[src/cam_pkg.sv]
// Constants, register map and carrier types of the counter array module control block.
package cam_pkg;

   // ***************************************************************
   // Geometry
   // ***************************************************************
   localparam int CAM_MODULES = 6;
   localparam int CAM_CNT_W = 16;
   localparam int CAM_WDOG_MODULE = 5;

   // ***************************************************************
   // Register addresses, index n of each packed array is module n
   // ***************************************************************
   localparam logic [5:0][7:0] CAM_MODE_ADDR = {8'hdf, 8'hde, 8'hdd, 8'hdc, 8'hdb, 8'hda};
   localparam logic [5:0][7:0] CAM_CMP_LOW_ADDR = {8'hce, 8'hfd, 8'hed, 8'heb, 8'he9, 8'hfb};
   localparam logic [5:0][7:0] CAM_CMP_HIGH_ADDR = {8'hcf, 8'hfe, 8'hee, 8'hec, 8'hea, 8'hfc};
   localparam logic [7:0] CAM_CNT_LOW_ADDR = 8'hf9;
   localparam logic [7:0] CAM_CNT_HIGH_ADDR = 8'hfa;

   // ***************************************************************
   // Reset values and encodings
   // ***************************************************************
   localparam logic [7:0] CAM_MODE_RESET = 8'h00;
   localparam logic [15:0] CAM_CNT_RESET = 16'h0000;
   localparam logic [7:0] CAM_BYTE_ZERO = 8'h00;
   localparam logic [1:0] CAM_LEN_8 = 2'h0;
   localparam logic [1:0] CAM_LEN_9 = 2'h1;
   localparam logic [1:0] CAM_LEN_10 = 2'h2;
   localparam logic [1:0] CAM_LEN_11 = 2'h3;

   // ***************************************************************
   // Types
   // ***************************************************************
   // Mode register, most significant field first (bit 7 down to bit 0).
   typedef struct packed {
      logic wide_pwm_select;
      logic comparator_enable;
      logic rising_capture_enable;
      logic falling_capture_enable;
      logic match_flag_enable;
      logic toggle_enable;
      logic pwm_output_enable;
      logic module_flag_irq_enable;
   } cam_mode_t;

   // One access on the special function register port.
   typedef struct packed {
      logic wr;
      logic rd;
      logic [7:0] addr;
      logic [7:0] wdata;
   } cam_sfr_req_t;

   typedef enum logic [1:0] {
      CAM_FN_OFF = 2'h0,
      CAM_FN_TOGGLE = 2'h1,
      CAM_FN_PWM = 2'h2,
      CAM_FN_FREQ = 2'h3
   } cam_fn_t;

endpackage

[src/cam_ctrl.sv]
// Mode control, shared counter, capture, match and waveform logic of a six-module counter array.
//
// Operation
// PWM enabled: wide select 1 gives 16-bit PWM, 0 gives 8-to-11-bit PWM.
// Comparator enable bit turns on counter versus capture/compare register comparison.
// Rising capture enable makes the module capture on positive input edges.
// Falling capture enable makes the module capture on negative input edges.
// With match enabled, counter equal to compare value sets the event flag.
// With toggle enabled, each match inverts the module output pin.
// Toggle and PWM both set selects frequency output mode.
// PWM enable drives a pulse-width-modulated waveform on the output pin.
// Event flag requests an interrupt only when its interrupt enable bit is set.
// Watchdog lock blocks module 5 mode writes; module 5 serves as watchdog.
// Counter seen as low byte and high byte registers, both reset to zero.
// Watchdog lock blocks software writes to both counter byte registers.
// High byte reads a snapshot loaded only when the low byte is read.
// Shared length select gives 8, 9, 10 bits for codes 00, 01, 10.
// Compare low byte write clears comparator enable; high byte write sets it.
// Enabled capture edge copies counter into compare register and sets event flag.
// All mode bits reset to zero: modules inactive, interrupts masked.
`timescale 1ns/100ps
module cam_ctrl
   import cam_pkg::*;
#(
   parameter int NUM_MODULES = CAM_MODULES
) (
   // Clock and reset
   input wire logic core_clk_i,
   input wire logic rst_i,
   // Special function register port
   input wire cam_sfr_req_t sfr_req_i,
   output logic [7:0] sfr_rdata_o,
   // Array-level controls
   input wire logic count_tick_i,
   input wire logic watchdog_lock_enable_i,
   input wire logic [1:0] cycle_length_select_i,
   input wire logic [NUM_MODULES-1:0] flag_clear_i,
   // Module pins
   input wire logic [NUM_MODULES-1:0] module_pin_i,
   output logic [NUM_MODULES-1:0] module_output_pin_o,
   output logic [NUM_MODULES-1:0] module_output_pin_oe_o,
   // Status
   output logic [NUM_MODULES-1:0] module_event_flag_o,
   output logic [CAM_CNT_W-1:0] shared_counter_o,
   output logic watchdog_match_o,
   output logic irq_o
);

   // ***************************************************************
   // Elaboration check
   // ***************************************************************
   // The register map is fixed for six modules, so other counts cannot be decoded.
   if (NUM_MODULES != CAM_MODULES) begin : g_bad_count
      $error("cam_ctrl supports exactly six modules");
   end
   // Byte registers split the counter at bit 8, so only a 16-bit counter fits.
   if (CAM_CNT_W != 16) begin : g_bad_width
      $error("cam_ctrl needs a 16-bit counter");
   end
   // One module doubles as the watchdog, so it must exist.
   if (CAM_WDOG_MODULE >= NUM_MODULES) begin : g_bad_wdog
      $error("cam_ctrl watchdog module out of range");
   end

   // ***************************************************************
   // State
   // ***************************************************************
   typedef struct packed {
      cam_mode_t [NUM_MODULES-1:0] mode;
      logic [NUM_MODULES-1:0][CAM_CNT_W-1:0] ccr;
      logic [NUM_MODULES-1:0] flag;
      logic [NUM_MODULES-1:0] pin_out;
      logic [NUM_MODULES-1:0] sync1;
      logic [NUM_MODULES-1:0] sync2;
      logic [NUM_MODULES-1:0] prev;
      logic [CAM_CNT_W-1:0] cnt;
      logic [7:0] snap;
      logic [7:0] rdata;
      logic ticked;
      logic wdog_hit;
   } cam_state_t;

   cam_state_t s_q;
   cam_state_t s_d;

   // ***************************************************************
   // Address decode
   // ***************************************************************
   logic [NUM_MODULES-1:0] sel_mode;
   logic [NUM_MODULES-1:0] sel_cmp_low;
   logic [NUM_MODULES-1:0] sel_cmp_high;
   logic [NUM_MODULES-1:0] mode_locked;
   logic sel_cnt_low;
   logic sel_cnt_high;
   logic cnt_wr_ok;
   logic [7:0] rd_value;

   // Software may move the counter only while the watchdog lock is off.
   assign sel_cnt_low = (sfr_req_i.addr == CAM_CNT_LOW_ADDR);
   assign sel_cnt_high = (sfr_req_i.addr == CAM_CNT_HIGH_ADDR);
   assign cnt_wr_ok = sfr_req_i.wr && !watchdog_lock_enable_i;

   always_comb begin
      for (int n = 0; n < NUM_MODULES; n++) begin
         sel_mode[n] = (sfr_req_i.addr == CAM_MODE_ADDR[n]);
         sel_cmp_low[n] = (sfr_req_i.addr == CAM_CMP_LOW_ADDR[n]);
         sel_cmp_high[n] = (sfr_req_i.addr == CAM_CMP_HIGH_ADDR[n]);
         mode_locked[n] = watchdog_lock_enable_i && (n == CAM_WDOG_MODULE);
      end
   end

   // ***************************************************************
   // Read multiplexer
   // ***************************************************************
   // Unmapped addresses read as zero; the snapshot itself is loaded in the next-state logic.
   always_comb begin
      rd_value = CAM_BYTE_ZERO;
      if (sel_cnt_low) begin
         rd_value = s_q.cnt[7:0];
      end
      if (sel_cnt_high) begin
         rd_value = s_q.snap;
      end
      for (int n = 0; n < NUM_MODULES; n++) begin
         if (sel_mode[n]) begin
            rd_value = s_q.mode[n];
         end
         if (sel_cmp_low[n]) begin
            rd_value = s_q.ccr[n][7:0];
         end
         if (sel_cmp_high[n]) begin
            rd_value = s_q.ccr[n][15:8];
         end
      end
   end

   // ***************************************************************
   // Helpers
   // ***************************************************************
   function automatic logic [CAM_CNT_W-1:0] len_mask(input logic [1:0] sel);
      logic [CAM_CNT_W-1:0] m;
      m = 16'h00ff;
      unique case (sel)
         CAM_LEN_8: m = 16'h00ff;
         CAM_LEN_9: m = 16'h01ff;
         CAM_LEN_10: m = 16'h03ff;
         CAM_LEN_11: m = 16'h07ff;
      endcase
      return m;
   endfunction

   function automatic cam_fn_t module_fn(input cam_mode_t m);
      cam_fn_t f;
      f = CAM_FN_OFF;
      if (m.toggle_enable && m.pwm_output_enable) begin
         f = CAM_FN_FREQ;
      end else if (m.pwm_output_enable) begin
         f = CAM_FN_PWM;
      end else if (m.toggle_enable) begin
         f = CAM_FN_TOGGLE;
      end
      return f;
   endfunction

   // Frequency output matches on the low byte only; narrow PWM on the field that the cycle length selects.
   function automatic logic compare_hit(input cam_mode_t m, input logic [CAM_CNT_W-1:0] cnt,
      input logic [CAM_CNT_W-1:0] ccr, input logic [CAM_CNT_W-1:0] mask);
      logic h;
      h = 1'b0;
      unique case (module_fn(m))
         CAM_FN_FREQ: h = (cnt[7:0] == ccr[7:0]);
         CAM_FN_PWM: h = m.wide_pwm_select ? (cnt == ccr) : ((cnt & mask) == (ccr & mask));
         CAM_FN_TOGGLE, CAM_FN_OFF: h = (cnt == ccr);
      endcase
      return h;
   endfunction

   // The waveform is high while the counter field has reached the compare value.
   // With the comparator off the pin rests low, so a module can be parked quietly.
   function automatic logic pwm_level(input cam_mode_t m, input logic [CAM_CNT_W-1:0] cnt,
      input logic [CAM_CNT_W-1:0] ccr, input logic [CAM_CNT_W-1:0] mask);
      logic l;
      l = 1'b0;
      if (m.comparator_enable) begin
         if (m.wide_pwm_select) begin
            l = (cnt >= ccr);
         end else begin
            l = ((cnt & mask) >= (ccr & mask));
         end
      end
      return l;
   endfunction

   // ***************************************************************
   // Next-state logic
   // ***************************************************************
   always_comb begin
      cam_mode_t m;
      logic [CAM_CNT_W-1:0] mask;
      logic rise;
      logic fall;
      logic hit;
      m = '0;
      mask = len_mask(cycle_length_select_i);
      rise = 1'b0;
      fall = 1'b0;
      hit = 1'b0;
      s_d = s_q;
      s_d.wdog_hit = 1'b0;
      s_d.ticked = count_tick_i;

      // Pins cross into the clock domain through two flip-flops.
      s_d.sync1 = module_pin_i;
      s_d.sync2 = s_q.sync1;
      s_d.prev = s_q.sync2;

      // Counter advances on each tick; software writes below take priority.
      if (count_tick_i) begin
         s_d.cnt = s_q.cnt + 16'h0001;
      end

      // Register writes.
      if (cnt_wr_ok && sel_cnt_low) begin
         s_d.cnt[7:0] = sfr_req_i.wdata;
      end
      if (cnt_wr_ok && sel_cnt_high) begin
         s_d.cnt[15:8] = sfr_req_i.wdata;
      end
      if (sfr_req_i.wr) begin
         for (int n = 0; n < NUM_MODULES; n++) begin
            if (sel_mode[n] && !mode_locked[n]) begin
               s_d.mode[n] = cam_mode_t'(sfr_req_i.wdata);
            end
            if (sel_cmp_low[n]) begin
               s_d.ccr[n][7:0] = sfr_req_i.wdata;
               if (!mode_locked[n]) begin
                  s_d.mode[n].comparator_enable = 1'b0;
               end
            end
            if (sel_cmp_high[n]) begin
               s_d.ccr[n][15:8] = sfr_req_i.wdata;
               if (!mode_locked[n]) begin
                  s_d.mode[n].comparator_enable = 1'b1;
               end
            end
         end
      end

      // Register reads answer one cycle later from a flip-flop.
      if (sfr_req_i.rd) begin
         s_d.rdata = rd_value;
         if (sel_cnt_low) begin
            s_d.snap = s_q.cnt[15:8];
         end
      end

      // Per-module capture, match and waveform.
      for (int n = 0; n < NUM_MODULES; n++) begin
         m = cam_mode_t'(s_q.mode[n]);
         rise = s_q.sync2[n] && !s_q.prev[n];
         fall = !s_q.sync2[n] && s_q.prev[n];

         // Software clear first so that a same-cycle event still sets the flag.
         if (flag_clear_i[n]) begin
            s_d.flag[n] = 1'b0;
         end

         if ((m.rising_capture_enable && rise) || (m.falling_capture_enable && fall)) begin
            s_d.ccr[n] = s_q.cnt;
            s_d.flag[n] = 1'b1;
         end

         // Comparison is judged once, the cycle after the counter moved,
         // so a counter that stands still does not raise repeated events.
         if (m.comparator_enable && s_q.ticked) begin
            hit = compare_hit(m, s_q.cnt, s_q.ccr[n], mask);
         end else begin
            hit = 1'b0;
         end

         if (hit && m.match_flag_enable) begin
            s_d.flag[n] = 1'b1;
         end
         if (hit && n == CAM_WDOG_MODULE && watchdog_lock_enable_i) begin
            s_d.wdog_hit = 1'b1;
         end

         unique case (module_fn(m))
            CAM_FN_TOGGLE: begin
               if (hit) begin
                  s_d.pin_out[n] = !s_q.pin_out[n];
               end
            end
            CAM_FN_FREQ: begin
               if (hit) begin
                  s_d.pin_out[n] = !s_q.pin_out[n];
               end
            end
            CAM_FN_PWM: begin
               s_d.pin_out[n] = pwm_level(m, s_q.cnt, s_q.ccr[n], mask);
            end
            CAM_FN_OFF: begin
               s_d.pin_out[n] = s_q.pin_out[n];
            end
         endcase
      end
   end

   // ***************************************************************
   // State register
   // ***************************************************************
   always_ff @(posedge core_clk_i or posedge rst_i) begin
      if (rst_i) begin
         s_q <= '0;
      end else begin
         s_q <= s_d;
      end
   end

   // ***************************************************************
   // Outputs
   // ***************************************************************
   always_comb begin
      for (int n = 0; n < NUM_MODULES; n++) begin
         module_output_pin_oe_o[n] = (module_fn(cam_mode_t'(s_q.mode[n])) != CAM_FN_OFF);
      end
   end

   assign module_output_pin_o = s_q.pin_out;
   assign module_event_flag_o = s_q.flag;
   assign shared_counter_o = s_q.cnt;
   assign sfr_rdata_o = s_q.rdata;
   assign watchdog_match_o = s_q.wdog_hit;

   // ***************************************************************
   // Interrupt request
   // ***************************************************************
   // The interrupt request is a registered-flag AND mask, so it follows the flag with no added delay.
   always_comb begin
      irq_o = 1'b0;
      for (int n = 0; n < NUM_MODULES; n++) begin
         if (s_q.flag[n] && s_q.mode[n].module_flag_irq_enable) begin
            irq_o = 1'b1;
         end
      end
   end

endmodule

[config.mk]
export PLATFORM = sky130hd
export DESIGN_NAME = cam_ctrl
export DESIGN_NICKNAME = d
export VERILOG_FILES = /design/src/cam_pkg.sv /design/src/cam_ctrl.sv
export SDC_FILE = /design/constraint.sdc
export NUM_CORES = 1
export LEC_CHECK = 0
export ABC_AREA = 1
export BUFFER_PORTS_ARGS = -buffer_cell sky130_fd_sc_hd__buf_2
export CELL_PAD_IN_SITES_DETAIL_PLACEMENT = 0
export CELL_PAD_IN_SITES_GLOBAL_PLACEMENT = 2
export CORE_UTILIZATION = 25
export CTS_CLUSTER_SIZE = 24
export DETAILED_ROUTE_END_ITERATION = 8
export PLACE_DENSITY_LB_ADDON = 0.1
export SLEW_MARGIN = 10
export SYNTH_ARGS = -nofsm -noshare
export SYNTH_HDL_FRONTEND = slang
export SYNTH_SLANG_ARGS = --single-unit
export TNS_END_PERCENT = 100
[constraint.sdc]
create_clock -name core_clk_i -period 9 [get_ports core_clk_i]
set_input_delay 1.35 -clock core_clk_i [delete_from_list [all_inputs] [get_ports core_clk_i]]
set_output_delay 1.35 -clock core_clk_i [all_outputs]
set_load 0.05 [all_outputs]
Word level (Yosys, flattened, before mapping)
Cells that the tools add are included.

storage, ports and cells
  memory bits (read-only) = 0
  output and inout bits = 44
  RAM bits = 0
  input bits = 36
  bits in latches = 0
  logic and storage cells = 514
  register bits after elaboration = 208
  memories kept = 0

cells by class
  shift operators = 0
  add/subtract/negate cells = 1
  divide/modulo/power cells = 0
  $lt $le $gt $ge = 12
  reduce and logical (&&, ||, !) cells = 170
  multiply operators = 0
  bitwise operators = 13
  eq/ne operators = 83
  muxes and demuxes = 154

operators by type and width
  operator                                                                number
  8-bit 2-to-1 mux                                                        34
  16-bit equality test                                                    12
  16-bit greater-or-equal comparator                                      12
  8-bit equality test (second input constant)                             20
  16-bit bitwise AND                                                      7
  16-bit 2-to-1 mux                                                       7
  96-bit 2-to-1 mux                                                       1
  1-bit 2-to-1 mux                                                        75
  16-bit case mux with 4 select lines                                     1
  2-bit AND reduction                                                     30
  1-bit logical AND                                                       53
  2-bit equality test (second input constant)                             26
  2-bit nonzero test                                                      26
  8-bit equality test                                                     6
  7-bit 2-to-1 mux                                                        6
  2-bit 2-to-1 mux                                                        18
  3-bit nonzero test                                                      11
  2-bit by 1-bit equality test with 1-bit output (second input constant)  13
  2-bit zero test                                                         13
  2-bit OR reduction                                                      12
  1-bit zero test                                                         19
  1-bit case mux with 3 select lines                                      6
  16-bit by 1-bit adder with 16-bit output (second input constant)        1
  2-bit by 1-bit != test with 1-bit output (second input constant)        6
  3 further kinds                                                         18

Longest topological paths before layout
  depth after elaboration = 21
  gate-level depth with buffers = 17
  gate-level depth less buffers = 17

Worst setup path before layout
No wires, ideal clock.

  path kind = input to register
  from = input port cycle_length_select_i[1]
  to = register s_q (netlist bit module_output_pin_o[4])
  slack = 5683 ps
  setup time = 128 ps
  path buffers = 1
  arrival = 3189 ps
  stages = 11
  data required time = 8872 ps
  path through = clkbuf_1 -> nand2_1 -> nor2_1 -> ha_1 -> and3_1 -> a21o_1 -> nand2_1 -> nand2_1 -> o311ai_1 -> a21oi_1 -> mux2_1

on the way
  word-level cells in the longest chain between the ends = 9
  elaborated cells between the ends (all ways) = 17
  classes of those cells = order compare: 1; eq/ne: 5; mux: 7; bitwise: 2; reduce/logical: 2

RTL lines
  what                                                                        line             text
  start: declaration                                                          cam_ctrl.sv:36   input wire logic [1:0] cycle_length_select_i,
  2-bit equality test (tied with other cells)                                 cam_ctrl.sv:143  unique case (sel)
  16-bit case mux with 4 select lines *                                       cam_ctrl.sv:143
  branches (longest 7 deep; another with 16-bit greater-or-equal comparator)  --
  end signal: assignment                                                      cam_ctrl.sv:314  s_q <= '0;
  end signal: assignment                                                      cam_ctrl.sv:316  s_q <= s_d;
  end: declaration                                                            cam_ctrl.sv:83   cam_state_t s_q;

Mark *: on every way between the ends. The select of a mux whose other input is x is not followed.
A chain may end at the register's enable or synchronous reset.

Worst setup path in the final report
  from = register s_q[184] (netlist name)
  to = output port irq_o

on the way
  word-level cells in the longest chain between the ends = 4

RTL lines
  what                           line             text
  1-bit logical AND              cam_ctrl.sv:342  if (s_q.flag[n] && s_q.mode[n].module_flag_irq_enable) begin
  1-bit 2-to-1 mux (3 in a row)  cam_ctrl.sv:342
  end: declaration               cam_ctrl.sv:46   output logic irq_o

No other way between the ends.

==> impl_results.md <==
* Remaining Overflow, GRT at 0
* EDFF count, synth at 0
* Layout cells sized above 1 at 0.108
* Critical Path RT at 7.65 ns
* Worst-path clk slew at 0.06 ns
* Pins Over Slew Limit at 0
* Final hold slack at 0.348 ns
* # Max-Cap Violations at 0
* Iteration-0 DRC Markers at 955
* CTS HTree Levels at 1
* TritonCTS buffer count at 30
* Maximum root-to-sink buffer count at 3
* Avg Vias per Cell at 4.85
* Antenna Nets Post-Route at 0
* Drt first pass iters at 5
* Crit path largest cell delay at 0.50 ns
* CTS Sinks at 208
* Synth top area share at 0.373
* Distinct cells, synth at 50
* Largest family of logic cells by synthesized area: simple AND/OR/NAND/NOR gates
* Final setup viols at 0
* GP Congestion at 0.854
* Max_slew headroom at 0.210
* Pre-CTS setup slack at 4.86 ns
* HPWL Detailed at 47100 um
* Total GRT Usage at 0.230
* Rows at 86
* Root Buffer: clkbuf_16
* P_leak at 7.67 nW
* Setup crit end kind: primary output
* Number of top-level pins at 80
* IO buf count at 79
* Post-Synthesis Cells at 1889
* Hold Startpoint: s_d[43]$_DFF_PP0_
* Syn Std Cell Area at 14000 um2
* Syn avg cell area at 7.39 um2
* Via count at 13200
* Area added between synthesis and finish at 14.6%
* Async S/R FF share, synth at 1.00
* Yosys top cell by area: dfrtp_1
* PwrDens at 251 nW/um2
* Top area cells in the synthesized netlist: dfrtp_1, nand2_1, ha_1, inv_1, nor2_1
* Delay-heaviest family, CP: compound AO/OA/AOI/OAI gates
* DRC Markers at 0
* Critical-path top delay cell: a21oi_1
* CP bufs+invs at 2
* Top cells by count, synth: nand2_1, inv_1, dfrtp_1
* F_max at 0.268 GHz
* # Post-CTS Setup Buffers at 0
* Synthesized Nets at 2040
* Crit-path cells: inv_1, o21ai_0, a21oi_1, nand4_1, buf_2
* Compound-Gate Fraction of Synth Area at 0.143
* Crit path launch: s_q[184]$_DFFE_PP0P_
* Core ar. at 55100 um2
* Starting Density at 0.253
* Per-cell routed wire length at 24.0 um
* Synth Warn # at 0
* Die width at 238 um
* Crit Path Category: reg2out
* # nets final at 2094
* Main synth FF type: dfrtp_1
* Ant diodes at 0
* Initial antenna violation count at 1
* CTS tree: built
* DIE AREA at 56800 um2
* CP Max Fanout at 3
* Largest net degree at the start of global routing at 108
* Setup TNS at 0 ns
* Synth Area in Simple Gates at 0.267
* Die Height at 238 um
* Final wirelength at 65200 um
* Cts hold-fix bufs at 0
* Post-Synth XOR/XNOR Area at 0.00879
* Synthesized flop and latch total at 208
* Tcrit/Tclk final at 0.414
* Post-CTS Resized at 0
* Worst skew pair latency at 0.61 ns
* Register area share after synthesis at 0.373
* Vias in the first global route at 12800
* Startpoint Class: flop
* Post-synthesis adder-cell area fraction at 0.103
* Arr. time, crit path at 2.38 ns
* RSZ-0062 raised after global routing: false
* Max VDD drop at 0.165 mV
* Measured slew at the worst slew-check pin at 1.18 ns
* R2r startpoint: shared_counter_o[8]$_DFFE_PP0P_
* Finished Core Util at 0.290
* Post-synthesis mux area share at 0.000807
* Hold crit path type: reg2reg
* First-pass GRT wire length at 93400 um
* Fin worst setup slack at 5.27 ns
* Filler cell count at 6158
* Min cycle time layout at 3.73 ns
* Status: finished, final reports clean
* Endpoints failing hold at 0
* Most frequent cell after synthesis: nand2_1
* Setup Skew at 0.0436 ns
==> sequential cells by signal, indices dropped and copies added, names as in the netlist <==
name,count
watchdog_match_o,1
shared_counter_o,16
s_q,159
s_d,12
sfr_rdata_o,8
module_event_flag_o,6
module_output_pin_o,6
==> worst register-to-register path: cells and delay by family, from the launching register on <==
| family | cells | cell delay (ns) |
|---|---|---|
| AOI/OAI and AO/OA | 3 | 0.42 |
| adders and majority gates | 1 | 0.36 |
| buffers and inverters | 2 | 0.86 |
| DFF | 1 | 0.33 |
| muxes | 1 | 0.32 |
| and+or+nand+nor | 4 | 1.06 |
==> metrics by stage <==
step	std cells	power (mW)	cell area [um2]
after global routing	2713	4.27	16000
final	2713	4.02	16000
after CTS	2713	4.06	16000
after global placement	2659	2.83	15000
after detailed placement	2659	2.83	15000
after floorplan	1889	2.28	14000
==> area by class of cell <==
| class | instances | area [um2] | share of cell area |
|---|---|---|---|
| Clock buffer | 41 | 842 | 0.0526 |
| Clock inverter | 13 | 135 | 0.00844 |
| Inverter | 265 | 1000 | 0.0626 |
| Multi-Input combinational cell | 1336 | 7300 | 0.456 |
| Sequential cell | 208 | 5200 | 0.325 |
| Tap cell | 748 | 936 | 0.0585 |
| Timing Repair Buffer | 102 | 581 | 0.0363 |
==> power by group <==
| group | switching (mW) | internal (mW) |
|---|---|---|
| sequential | 0.212 | 1.10 |
| combinational | 1.03 | 0.464 |
| clock | 0.497 | 0.708 |
| total | 1.74 | 2.28 |
==> kinds of logic after synthesis <==
logic type	Yosys count
DFF	208
buffers and inverters	345
adders and majority gates	115
xor gates and xnor gates	14
muxes	1
and+or+nand+nor	882
AOI/OAI and AO/OA	324
==> cell usage in the layout, fill, tap and decap left out, drive strengths merged, types with 13 or more instances in the layout <==
master,instances
o21ai,107
a22oi,52
ha,115
nand3,84
clkbuf,41
nor3,17
inv,258
nand4,45
buf,102
xor2,13
dfrtp,208
clkinv,16
nor2,171
nand2,553
a21oi,77
o211ai,45
==> metal layers <==
metal / vias to the layer above / routed length [um] / track usage / share of wire
met5: - / 0 / 0 / 0
met4: 0 / 1850 / 0.0612 / 0.028
met3: 78 / 2270 / 0.0227 / 0.035
met2: 300 / 30100 / 0.373 / 0.46
met1: 6461 / 31000 / 0.323 / 0.47
li1: 6320 / - / - / -
==> worst paths after layout <==
| check | end | slack [ns] | depth (start not counted) |
|---|---|---|---|
| setup reg to reg | module_output_pin_o[4]$_DFFE_PP0P_ | 5.49 | 11 |
| min in group asynchronous | s_d[40]$_DFF_PP0_ | 0.88 | 2 |
| max in group asynchronous | s_d[39]$_DFF_PP0_ | 6.91 | 3 |
| hold / removal | s_d[37]$_DFF_PP0_ | 0.35 | 0 |
| setup / recovery | irq_o | 5.27 | 5 |
| hold reg to reg | s_d[37]$_DFF_PP0_ | 0.35 | 0 |
(Power assumes the default switching activity.)
